`src/verilog/tmc_map.vh`:
```
// Purpose: constants of the torque-mode control block
// Assumes: included by its bare name
// Notes: offsets are word addresses on the plain register port
`ifndef TMC_MAP_VH
`define TMC_MAP_VH
// register offsets
`define TMC_ADDR_MODE 8'h00
`define TMC_ADDR_SETPT 8'h01
`define TMC_ADDR_RAMP 8'h02
`define TMC_ADDR_SHAPE 8'h03
`define TMC_ADDR_OFFSET 8'h04
`define TMC_ADDR_INTERP 8'h05
`define TMC_ADDR_CTRL 8'h06
`define TMC_ADDR_STATUS 8'h07
`define TMC_ADDR_IRQ_STAT 8'h08
`define TMC_ADDR_IRQ_MASK 8'h09
`define TMC_ADDR_STALL 8'h0A
`define TMC_ADDR_TORQUE 8'h0B
`define TMC_ADDR_LOOPDIV 8'h0C
// mode selector values
`define TMC_MODE_TORQUE 8'h04
`define TMC_MODE_CYCLIC 8'h0A
`define TMC_MODE_ANALOG 8'h9B
// interpolation sub-mode values
`define TMC_INTERP_NONE 2'h0
`define TMC_INTERP_LINEAR 2'h1
// control bits
`define TMC_CTRL_ENABLE 0
// status bits
`define TMC_STAT_REACHED 0
`define TMC_STAT_ENABLED 1
`define TMC_STAT_ACTIVE 2
// irq bits
`define TMC_IRQ_REACHED 0
`define TMC_IRQ_SYNC 1
`define TMC_IRQ_LEFT 2
// reset values
`define TMC_RST_LOOPDIV 16'h007D
`define TMC_RST_STALL 16'h0400
`define TMC_RST_RAMP 16'hFFFF
// timing: reached window hold time
`define TMC_REACH_TIME_NS 1000000
`define TMC_CLK_NS 8
`define TMC_REACH_CYC (`TMC_REACH_TIME_NS / `TMC_CLK_NS)
// window width in percent of stall current
`define TMC_WIN_PCT 5
`endif

```
`src/verilog/tmc_core.v`:
```
// Purpose: torque-mode control: reference selection, cyclic interpolation, target-reached flag
// Assumes: all inputs synchronous to mclk_i; sync pulse marks each synchronisation period
// Notes: homing, analog filtering and lost process-data handling live elsewhere
//
// The placing of the registers and the plain strobed port were left to the implementer.
`timescale 1ns/1ps
`include "tmc_map.vh"
module tmc_core (
   input wire mclk_i,
   input wire sys_rst_i,
   input wire [7:0] reg_addr_i,
   input wire [15:0] reg_wdata_i,
   input wire reg_wr_i,
   input wire reg_rd_i,
   output reg [15:0] reg_rdata_o,
   input wire pdo_valid_i,
   input wire signed [15:0] pdo_setpoint_i,
   input wire signed [15:0] pdo_offset_i,
   input wire sync_i,
   input wire op_enabled_i,
   input wire signed [15:0] filtered_analog_input_voltage_i,
   input wire signed [15:0] measured_torque_current_i,
   output reg signed [15:0] commanded_torque_current_o,
   output wire torque_active_o,
   output wire auto_enable_o,
   output wire target_reached_o,
   output wire irq_o
);
   ////////////////////////////////////////////////////////////////////////////
   // registers
   reg [7:0] operating_mode_selector_r;
   reg signed [15:0] torque_setpoint_r;
   reg [15:0] torque_ramp_rate_r;
   reg [15:0] torque_ramp_shape_r;
   reg signed [15:0] torque_additive_offset_r;
   reg [1:0] cyclic_interpolation_select_r;
   reg [0:0] ctrl_r;
   reg [15:0] rated_stall_current_r;
   reg [15:0] control_loop_interval_r;
   reg [2:0] irq_stat_r;
   reg [2:0] irq_mask_r;
   reg [2:0] irq_stat_nxt;
   reg reached_r;
   reg [16:0] hold_cnt_r;
   reg [15:0] loop_cnt_r;
   reg signed [15:0] pdo_set_r;
   reg signed [15:0] pdo_off_r;
   reg signed [15:0] cyc_start_r;
   reg signed [15:0] cyc_end_r;
   reg signed [15:0] cyc_step_r;
   reg signed [15:0] cyc_ref_r;
   reg [15:0] ticks_in_period_r;
   reg [15:0] tick_cnt_r;
   reg signed [15:0] ref_nxt;
   wire loop_tick;
   wire run;
   wire signed [15:0] ramp_out;
   wire signed [16:0] err;
   wire [16:0] abs_err;
   wire [31:0] win_prod;
   wire [31:0] win_div;
   wire [16:0] win_lim;
   wire in_window;
   wire mode_torque;
   wire mode_analog;
   wire mode_cyclic;

   // decode the mode selector; used by several paths
   function [2:0] tmc_mode_dec;
      input [7:0] m;
      begin
         tmc_mode_dec = {m == `TMC_MODE_CYCLIC, m == `TMC_MODE_ANALOG, m == `TMC_MODE_TORQUE};
      end
   endfunction

   assign mode_torque = tmc_mode_dec(operating_mode_selector_r) == 3'h1;
   assign mode_analog = tmc_mode_dec(operating_mode_selector_r) == 3'h2;
   assign mode_cyclic = tmc_mode_dec(operating_mode_selector_r) == 3'h4;

   ////////////////////////////////////////////////////////////////////////////
   // register port
   always @(posedge mclk_i or posedge sys_rst_i) begin
      if (sys_rst_i) begin
         operating_mode_selector_r <= 8'h00;
         torque_setpoint_r <= 16'h0000;
         torque_ramp_rate_r <= `TMC_RST_RAMP;
         torque_ramp_shape_r <= 16'h0000;
         torque_additive_offset_r <= 16'h0000;
         cyclic_interpolation_select_r <= `TMC_INTERP_NONE;
         ctrl_r <= 1'h0;
         rated_stall_current_r <= `TMC_RST_STALL;
         control_loop_interval_r <= `TMC_RST_LOOPDIV;
         irq_mask_r <= 3'h0;
      end else if (reg_wr_i) begin
         case (reg_addr_i)
            `TMC_ADDR_MODE: begin
               operating_mode_selector_r <= reg_wdata_i[7:0];
            end
            `TMC_ADDR_SETPT: begin
               torque_setpoint_r <= reg_wdata_i;
            end
            `TMC_ADDR_RAMP: begin
               torque_ramp_rate_r <= reg_wdata_i;
            end
            `TMC_ADDR_SHAPE: begin
               torque_ramp_shape_r <= reg_wdata_i;
            end
            `TMC_ADDR_OFFSET: begin
               torque_additive_offset_r <= reg_wdata_i;
            end
            `TMC_ADDR_INTERP: begin
               cyclic_interpolation_select_r <= reg_wdata_i[1:0];
            end
            `TMC_ADDR_CTRL: begin
               ctrl_r <= reg_wdata_i[0:0];
            end
            `TMC_ADDR_IRQ_MASK: begin
               irq_mask_r <= reg_wdata_i[2:0];
            end
            `TMC_ADDR_STALL: begin
               rated_stall_current_r <= reg_wdata_i;
            end
            `TMC_ADDR_LOOPDIV: begin
               // zero would stretch the loop tick to one per 65536 cycles, so hold at least one
               control_loop_interval_r <= (reg_wdata_i == 16'h0000) ? 16'h0001 : reg_wdata_i;
            end
            default: begin
            end
         endcase
      end
   end

   always @(posedge mclk_i or posedge sys_rst_i) begin
      if (sys_rst_i) begin
         reg_rdata_o <= 16'h0000;
      end else if (reg_rd_i) begin
         case (reg_addr_i)
            `TMC_ADDR_MODE: reg_rdata_o <= {8'h00, operating_mode_selector_r};
            `TMC_ADDR_SETPT: reg_rdata_o <= torque_setpoint_r;
            `TMC_ADDR_RAMP: reg_rdata_o <= torque_ramp_rate_r;
            `TMC_ADDR_SHAPE: reg_rdata_o <= torque_ramp_shape_r;
            `TMC_ADDR_OFFSET: reg_rdata_o <= torque_additive_offset_r;
            `TMC_ADDR_INTERP: reg_rdata_o <= {14'h0000, cyclic_interpolation_select_r};
            `TMC_ADDR_CTRL: reg_rdata_o <= {15'h0000, ctrl_r};
            `TMC_ADDR_STATUS: reg_rdata_o <= {13'h0000, torque_active_o, run, reached_r};
            `TMC_ADDR_IRQ_STAT: reg_rdata_o <= {13'h0000, irq_stat_r};
            `TMC_ADDR_IRQ_MASK: reg_rdata_o <= {13'h0000, irq_mask_r};
            `TMC_ADDR_STALL: reg_rdata_o <= rated_stall_current_r;
            `TMC_ADDR_TORQUE: reg_rdata_o <= commanded_torque_current_o;
            `TMC_ADDR_LOOPDIV: reg_rdata_o <= control_loop_interval_r;
            default: reg_rdata_o <= 16'h0000;
         endcase
      end else begin
         reg_rdata_o <= 16'h0000;
      end
   end

   ////////////////////////////////////////////////////////////////////////////
   // enable and loop tick
   // analog mode enables itself; torque and cyclic modes need profile enable and software enable
   assign run = mode_analog | ((mode_torque | mode_cyclic) & op_enabled_i & ctrl_r[`TMC_CTRL_ENABLE]);
   assign auto_enable_o = mode_analog;
   assign torque_active_o = run;

   always @(posedge mclk_i or posedge sys_rst_i) begin
      if (sys_rst_i) begin
         loop_cnt_r <= 16'h0000;
      end else if (loop_cnt_r >= control_loop_interval_r - 16'h0001) begin
         loop_cnt_r <= 16'h0000;
      end else begin
         loop_cnt_r <= loop_cnt_r + 16'h0001;
      end
   end
   assign loop_tick = (loop_cnt_r >= control_loop_interval_r - 16'h0001);

   ////////////////////////////////////////////////////////////////////////////
   // cyclic stream: latch process data, apply at sync
   always @(posedge mclk_i or posedge sys_rst_i) begin
      if (sys_rst_i) begin
         pdo_set_r <= 16'h0000;
         pdo_off_r <= 16'h0000;
      end else if (pdo_valid_i) begin
         // only process data carries the stream; a lost frame keeps the last value
         pdo_set_r <= pdo_setpoint_i;
         pdo_off_r <= pdo_offset_i;
      end
   end

   // count loop ticks per sync period so the step for the next period is known
   always @(posedge mclk_i or posedge sys_rst_i) begin
      if (sys_rst_i) begin
         tick_cnt_r <= 16'h0000;
         ticks_in_period_r <= 16'h0001;
      end else if (sync_i) begin
         tick_cnt_r <= 16'h0000;
         ticks_in_period_r <= (tick_cnt_r == 16'h0000) ? 16'h0001 : tick_cnt_r;
      end else if (loop_tick && tick_cnt_r != 16'hFFFF) begin
         tick_cnt_r <= tick_cnt_r + 16'h0001;
      end
   end

   // divider only at sync; a loop-rate step keeps the per-tick path cheap
   wire signed [16:0] cyc_span;
   wire signed [16:0] new_target;
   assign new_target = {pdo_set_r[15], pdo_set_r} + {pdo_off_r[15], pdo_off_r};
   assign cyc_span = new_target - {cyc_ref_r[15], cyc_ref_r};

   always @(posedge mclk_i or posedge sys_rst_i) begin
      if (sys_rst_i) begin
         cyc_start_r <= 16'h0000;
         cyc_end_r <= 16'h0000;
         cyc_step_r <= 16'h0000;
         cyc_ref_r <= 16'h0000;
      end else if (sync_i) begin
         cyc_start_r <= cyc_ref_r;
         cyc_end_r <= new_target[15:0];
         if (cyclic_interpolation_select_r == `TMC_INTERP_LINEAR) begin
            cyc_step_r <= $signed(cyc_span[15:0]) / $signed({1'b0, ticks_in_period_r[14:0]});
         end else begin
            cyc_ref_r <= new_target[15:0];
            cyc_step_r <= 16'h0000;
         end
      end else if (loop_tick && cyclic_interpolation_select_r == `TMC_INTERP_LINEAR) begin
         // straight line from period-start value; stop at the new setpoint
         if ((cyc_step_r >= 0 && cyc_ref_r + cyc_step_r >= cyc_end_r) ||
             (cyc_step_r < 0 && cyc_ref_r + cyc_step_r <= cyc_end_r)) begin
            cyc_ref_r <= cyc_end_r;
         end else begin
            cyc_ref_r <= cyc_ref_r + cyc_step_r;
         end
      end
   end

   ////////////////////////////////////////////////////////////////////////////
   // reference selection and ramp
   always @* begin
      ref_nxt = 16'h0000;
      if (mode_analog) begin
         ref_nxt = filtered_analog_input_voltage_i;
      end else if (mode_torque) begin
         ref_nxt = torque_setpoint_r;
      end else if (mode_cyclic) begin
         ref_nxt = cyc_ref_r;
      end
   end

   // cyclic mode bypasses the ramp: the master owns the trajectory
   tmc_ramp u_ramp (
      .mclk_i(mclk_i),
      .sys_rst_i(sys_rst_i),
      .tick_i(loop_tick),
      .run_i(run & ~mode_cyclic),
      .target_i(ref_nxt),
      .rate_i(torque_ramp_rate_r),
      .shape_i(torque_ramp_shape_r),
      .value_o(ramp_out)
   );

   // no speed clamp here by design; the reference passes unlimited
   always @(posedge mclk_i or posedge sys_rst_i) begin
      if (sys_rst_i) begin
         commanded_torque_current_o <= 16'h0000;
      end else if (!run) begin
         commanded_torque_current_o <= 16'h0000;
      end else if (mode_cyclic) begin
         commanded_torque_current_o <= cyc_ref_r;
      end else begin
         commanded_torque_current_o <= ramp_out;
      end
   end

   ////////////////////////////////////////////////////////////////////////////
   // target reached
   assign err = {commanded_torque_current_o[15], commanded_torque_current_o} -
                {measured_torque_current_i[15], measured_torque_current_i};
   assign abs_err = err[16] ? -err : err;
   assign win_prod = rated_stall_current_r * `TMC_WIN_PCT;
   // integer division rounds the window down, so it never grows past the limit
   assign win_div = win_prod / 32'h00000064;
   assign win_lim = win_div[16:0];
   assign in_window = run && (abs_err < win_lim);

   always @(posedge mclk_i or posedge sys_rst_i) begin
      if (sys_rst_i) begin
         hold_cnt_r <= 17'h00000;
         reached_r <= 1'b0;
      end else if (!in_window) begin
         hold_cnt_r <= 17'h00000;
         reached_r <= 1'b0;
      end else if (hold_cnt_r >= `TMC_REACH_CYC - 1) begin
         reached_r <= 1'b1;
      end else begin
         hold_cnt_r <= hold_cnt_r + 17'h00001;
      end
   end
   assign target_reached_o = reached_r;

   ////////////////////////////////////////////////////////////////////////////
   // interrupts: set wins over write-one-to-clear
   reg reached_d_r;
   always @(posedge mclk_i or posedge sys_rst_i) begin
      if (sys_rst_i) begin
         reached_d_r <= 1'b0;
      end else begin
         reached_d_r <= reached_r;
      end
   end

   always @* begin
      irq_stat_nxt = irq_stat_r;
      if (reg_wr_i && reg_addr_i == `TMC_ADDR_IRQ_STAT) begin
         irq_stat_nxt = irq_stat_r & ~reg_wdata_i[2:0];
      end
      if (reached_r && !reached_d_r) begin
         irq_stat_nxt[`TMC_IRQ_REACHED] = 1'b1;
      end
      if (sync_i && mode_cyclic) begin
         irq_stat_nxt[`TMC_IRQ_SYNC] = 1'b1;
      end
      if (!reached_r && reached_d_r) begin
         irq_stat_nxt[`TMC_IRQ_LEFT] = 1'b1;
      end
   end

   always @(posedge mclk_i or posedge sys_rst_i) begin
      if (sys_rst_i) begin
         irq_stat_r <= 3'h0;
      end else begin
         irq_stat_r <= irq_stat_nxt;
      end
   end
   assign irq_o = |(irq_stat_r & irq_mask_r);
endmodule

```
`src/verilog/tmc_ramp.v`:
```
// Purpose: slope limiter stepping toward a target once per loop tick
// Assumes: signed 16-bit torque values
// Notes: shape 0 is a linear slope; other shapes pass the target directly
`timescale 1ns/1ps
module tmc_ramp (
   input wire mclk_i,
   input wire sys_rst_i,
   input wire tick_i,
   input wire run_i,
   input wire signed [15:0] target_i,
   input wire [15:0] rate_i,
   input wire [15:0] shape_i,
   output reg signed [15:0] value_o
);
   wire signed [17:0] diff;
   wire signed [17:0] rate_s;
   reg signed [15:0] value_nxt;

   assign diff = {{2{target_i[15]}}, target_i} - {{2{value_o[15]}}, value_o};
   assign rate_s = {2'h0, rate_i};

   always @* begin
      value_nxt = value_o;
      if (!run_i) begin
         value_nxt = 16'h0000;
      end else if (tick_i) begin
         // a zero rate would freeze the output, so treat it as unlimited
         if (shape_i != 16'h0000 || rate_i == 16'h0000) begin
            value_nxt = target_i;
         end else if (diff > rate_s) begin
            value_nxt = value_o + rate_i;
         end else if (diff < -rate_s) begin
            value_nxt = value_o - rate_i;
         end else begin
            value_nxt = target_i;
         end
      end
   end

   always @(posedge mclk_i or posedge sys_rst_i) begin
      if (sys_rst_i) begin
         value_o <= 16'h0000;
      end else begin
         value_o <= value_nxt;
      end
   end
endmodule

```
`config.mk`:
```
export PLATFORM = sky130hd
export DESIGN_NAME = tmc_core
export DESIGN_NICKNAME = d
export VERILOG_FILES = /design/src/verilog/tmc_core.v /design/src/verilog/tmc_ramp.v
export VERILOG_INCLUDE_DIRS = /design/src /design/src/verilog
export SDC_FILE = /design/constraint.sdc
export NUM_CORES = 2
export LEC_CHECK = 0
export BUFFER_PORTS_ARGS = -buffer_cell sky130_fd_sc_hd__buf_2
export CORE_MARGIN = 3
export CORE_UTILIZATION = 55
export DETAILED_ROUTE_END_ITERATION = 7
export GPL_TIMING_DRIVEN = 0
export PLACE_DENSITY_LB_ADDON = 0.3
export SLEW_MARGIN = 20
export SYNTH_ARGS = -nofsm -noshare
export SYNTH_HDL_FRONTEND = slang
export SYNTH_SLANG_ARGS = --single-unit
```
`constraint.sdc`:
```
create_clock -name mclk_i -period 112.5 [get_ports mclk_i]
set_input_delay 33.75 -clock mclk_i [delete_from_list [all_inputs] [get_ports mclk_i]]
set_output_delay 33.75 -clock mclk_i [all_outputs]
set_load 0.02 [all_outputs]
```
Word level (Yosys, flattened, before mapping)
Index checks and enable logic that the tools add are counted.
{"block": "word_totals", "register_bits": 307, "inputBits": 95}
{"block": "op_classes", "n_reduce_logical": 35, "addsub": 13, "bitwise_logic": 9, "magnitude_cmp": 9, "div": 2, "multipliers": 1, "n_eq_ne": 24, "mux": 31}
{"cell": "16-bit 2-to-1 mux", "n": 20}
{"cell": "16-bit case mux with 13 select lines", "n": 1}
{"cell": "17-bit 2-to-1 mux", "n": 3}
{"cell": "16-bit adder", "n": 3}
{"cell": "8-bit by 4-bit == test with 1-bit output, second input constant", "n": 6}
{"cell": "16-bit zero test", "n": 3}
{"cell": "8-bit by 3-bit == test with 1-bit output, second input constant", "n": 5}
{"cell": "16-bit by 16-bit subtractor with 17-bit output", "n": 2}
{"cell": "16-bit by 1-bit adder with 16-bit output, second input constant", "n": 2}
{"cell": "19-bit by 7-bit divider with 32-bit output, second input constant", "n": 1}
{"cell": "16-bit greater-or-equal comparator", "n": 2}
{"cell": "16-bit subtractor", "n": 2}
{"cell": "2-bit AND reduction", "n": 11}
{"cell": "16-bit by 3-bit multiplier with 19-bit output, second input constant", "n": 1}
{"cell": "18-bit by 17-bit greater-than comparator with 1-bit output", "n": 1}
{"cell": "18-bit less-than comparator", "n": 1}
{"cell": "16-bit negation with 18-bit output", "n": 1}
{"cell": "17-bit by 1-bit adder with 17-bit output, second input constant", "n": 1}
{"cell": "17-bit greater-or-equal comparator, second input constant", "n": 1}
{"cell": "17-bit less-than comparator", "n": 1}
{"cell": "17-bit negation", "n": 1}
{"cell": "16-bit by 16-bit divider with 16-bit output", "n": 1}
{"cell": "8-bit by 2-bit == test with 1-bit output, second input constant", "n": 2}
{"cell": "16-bit by 1-bit greater-or-equal comparator with 1-bit output, second input constant", "n": 1}
{"cell": "27 further kinds", "n": 51}

Logic depth before layout (Yosys ltp)
{"block": "depth", "depth_word": 12, "mapped_depth": 225}

Hierarchy
From an unflattened synthesis, not the netlist that was laid out.
{"block": "unflattened", "hier_cells": 3551, "hier_area_um2": 30635.6}
{"mod": "tmc_core", "instances": 1, "area_per_inst_um2": 26366.5, "seq_area_each_um2": 7312.0, "cells_per_inst": 2985}
{"mod": "tmc_ramp", "instances": 1, "area_per_inst_um2": 4269.1, "seq_area_each_um2": 400.4, "cells_per_inst": 566}

Worst setup path before layout
Ideal clock, no wire load.
{"block": "synth_timing", "path_kind": "input to output", "startpoint": "in op_enabled_i", "endpoint": "out torque_active_o", "setup_slack_ps": 44345, "path_stages": 2, "t_required_ps": 78750, "arrival_time_ps": 34405, "cell_sequence": "a31oi_1 -> inv_1"}
{"block": "synth_between", "elab_chain_cells": 3}
{"item": "start: declaration", "line": "tmc_core.v:20", "rtl": "input wire op_enabled_i,"}
{"item": "1-bit bitwise AND (2 in series)", "line": "tmc_core.v:161", "rtl": "assign run = mode_analog | ((mode_torque | mode_cyclic) & op_enabled_i & ctrl_r[`TMC_CTRL_ENABLE]);"}
{"item": "1-bit OR", "line": "tmc_core.v:161"}
{"item": "end: declaration", "line": "tmc_core.v:24", "rtl": "output wire torque_active_o,"}
Every way passes these cells.

Worst setup path after layout
Ends and elaborated chain as after synthesis.

==> metrics.txt <==
DRC viols=0; Longest Clk Path Bufs=3; fraction of layout cells with a size suffix above 1=13.34%; RSZ-0062 raised after global routing=no; FF+latch area=7712 um^2; die area=57180 um^2; f_max=0.01450 GHz; total global routing overflow=0; vias in the first global route=around 26000; Final ANT Viol Nets=0; I/O pins=between 100 and 150; Rows=84; clk slew on worst S/H paths=0.06 ns; CP endpoint kind=primary output; final setup fails=0; CP max stage cell=a31oi_1; final net count=a little over 4000; Initial Util=56.21%; Data arrival, critical path=35.22 ns; layout overhead on the synthesized area=9.179%; syn nets=3952; status=finished clean; Root Buffer=clkbuf_16; synth unique cells=115; number of max-cap violations=0; Inserted Clock Buffers=35; I/O Buffers=125; flops & latches, synth=about 300; share of flip-flops with an asynchronous set or reset=100.0%; clk_lat worst skew=0.53 ns; Worst Tran Pin Value=1.062 ns; Mapped Area=29890 um^2; fillcell total=4693; post_cts resized=0; max reg flops=17; 1st-iter DRT viols=2809; Largest stage delay, worst path=~0.66 ns; hpwl dp=68670 um; initial antenna violation count=3; final WL=~87000 um; Top reg by flops=hold_cnt_r; CTS tree=built; pin count of the biggest net entering global routing=97; YS warnings=0; Post-synth EDFFs=0; Critical Path Start Type=primary input; average size of a mapped cell=8.562 um^2; first-pass GRT wire length=139400 um; crit-path most repeated cell=buf_2; clk_skew=0.02185 ns; worst-path fanout max=8; post-synthesis cell count=3491; GP Congestion=0.9672; H-tree depth=2; hold-fix buffers at CTS=0; post-CTS setup buffers=0; Final Instance Area=32640 um^2; Worst EP required=78.75 ns; clk sink count=a little over 300; final setup TNS=0 ns; Slew Viols, Final=0; TritonRoute pass-1 iters=7; GRT Total Usage=29.95%; Multi-input gate area=a little over 20000 um^2; core area=53180 um^2; Via density=6.279; hold crit path type=flip-flop to flip-flop; Final Cycle Share=61.31%; Final min period=~69 ns; Final Core Density=61.37%; WL per Instance=~20 um; placed cell area=about 31000 um^2; crit path kind=primary input to primary output; final hold vios=0; vias=27470; CP cell instances=buf_2 > a31oi_1 > inv_1 > buf_2; Die X-Extent=239.1 um; ys flop type=dfrtp_1; Die Span Y=239.1 um; Slew headroom=28.67%; sequential area share after synthesis=25.80%
==> through the flow <==
step | setup slack (ns) | hold WS (ns) | instances
finish | 43.53 | 0.4629 | 4374
global route | 43.54 | 0.4939 | 4372
CTS | 43.61 | 0.4625 | 4370
detailed placement | 43.61 | 0.4527 | 4309
global placement | 43.62 | 0.4409 | 4304
floorplan | 44.35 | 0.4256 | 3491
==> synth_stat cells, types with 7 or more instances <==
master    number  area (um^2)
or2_2         12        75.07
o211ai_1      21        157.7
a21o_1        91        683.2
a31oi_1       45        281.5
xnor2_1      128         1121
or3_1         34        212.7
o21ai_1       11        55.05
o21a_1       109        818.3
a21oi_1      192        960.9
xor2_1        82        718.2
ha_1         358         4479
o22ai_1       36        225.2
nand4_1       28        175.2
a221oi_1      19        166.4
nand2b_1      42        262.8
and2_1        14        87.58
a311oi_1       7        61.31
fa_1           8        160.2
nor2b_1       40        250.2
dfstp_2       24        630.6
or4_1          8        60.06
and3_1        15        93.84
mux2_2       191         2151
nor2_1       299         1122
buf_2         12        60.06
nand3_1       58        290.3
o21ai_0      166        830.8
nor4_1        22        137.6
nor3_1       158        790.8
mux2i_1       35        350.3
a211oi_1      28        210.2
a22oi_1       37        277.8
clkbuf_1      86        322.8
buf_1         10        37.54
inv_1        247        927.1
o21bai_1      42        315.3
o31ai_1       37        277.8
a222oi_1      27        270.3
dfrtp_1      283         7082
nand2_1      261        979.7
==> routing by layer <==
layer | vias to the layer above | global-route usage (%) | share of wire [%]
met1 | 13110 | 42.58 | 45
met5 | - | 0 | 0.018
met2 | 1050 | 47.71 | 45
met4 | 2 | 8.081 | 2.8
li1 | 13130 | - | -
met3 | 177 | 4.488 | 7.7
==> path summary, 6_finish.rpt <==
check                                             to    startpoint  cells past startpoint  slack, ns
setup / recovery                     torque_active_o  op_enabled_i                      4      43.53
hold / removal                         irq_stat_r[0]   reached_d_r                      1       0.46
setup reg to reg                      cyc_step_r[11]  pdo_set_r[0]                    220      62.39
hold reg to reg                        irq_stat_r[0]   reached_d_r                      1       0.46
max in group asynchronous  rated_stall_current_r[10]     sys_rst_i                      3      78.50
min in group asynchronous          u_ramp.value_o[2]     sys_rst_i                      2      33.20
==> cells in the final DEF (no fill, tap or decap), types with 15 or more instances in the layout <==
master and n:
a21oi_1 192, nor2b_1 40, o21bai_1 42, buf_2 139
inv_1 246, a222oi_1 27, clkbuf_16 37, dfstp_2 24
nor2_1 299, xor2_1 82, a211oi_1 28, clkbuf_1 93
nor3_1 158, o211ai_1 21, nand2b_1 42, a31oi_1 45
and3_1 15, dfrtp_1 283, a21o_1 91, o21a_1 109
mux2_2 191, o21ai_0 166, a221oi_1 19, o22ai_1 36
a22oi_1 37, nand2_1 261, or3_1 34, nand3_1 58
nand4_1 28, mux2i_1 35, ha_1 358, xnor2_1 128
nor4_1 20, o31ai_1 37
==> worst max-delay path, delay by kind of cell <==
family                 cells  cell delay, ns
AO/OA/AOI/OAI              1            0.66
buffers and inverters      3            0.81
==> logic make-up (layout without fill, tap and decap cells) <==
logic type      Yosys count  in the layout  synth area share, %
simple gates           1020           1020                16.08
mux                     228            228                8.493
fa+ha+maj               369            369                15.63
flops                   307            307                25.80
compound gates          990            990                22.97
buf+inv                 365            556                4.722
other cells               0              4                    0
xor+xnor                212            212                6.308
==> final cells by class <==
cell class / instances / share of cell area, %
buffer: 113 / 1.426
inverter: 252 / 2.921
timing repair buffer: 130 / 2.201
sequential: 307 / 23.63
tap: 688 / 2.638
antenna: 4 / 0.03067
clock inverter: 11 / 0.3067
clock buffer: 50 / 3.171
multi-input combinational: 2819 / 63.67
Power is not shown: default switching activity piles up to over one toggle a cycle in this logic, so the estimate is an artifact.
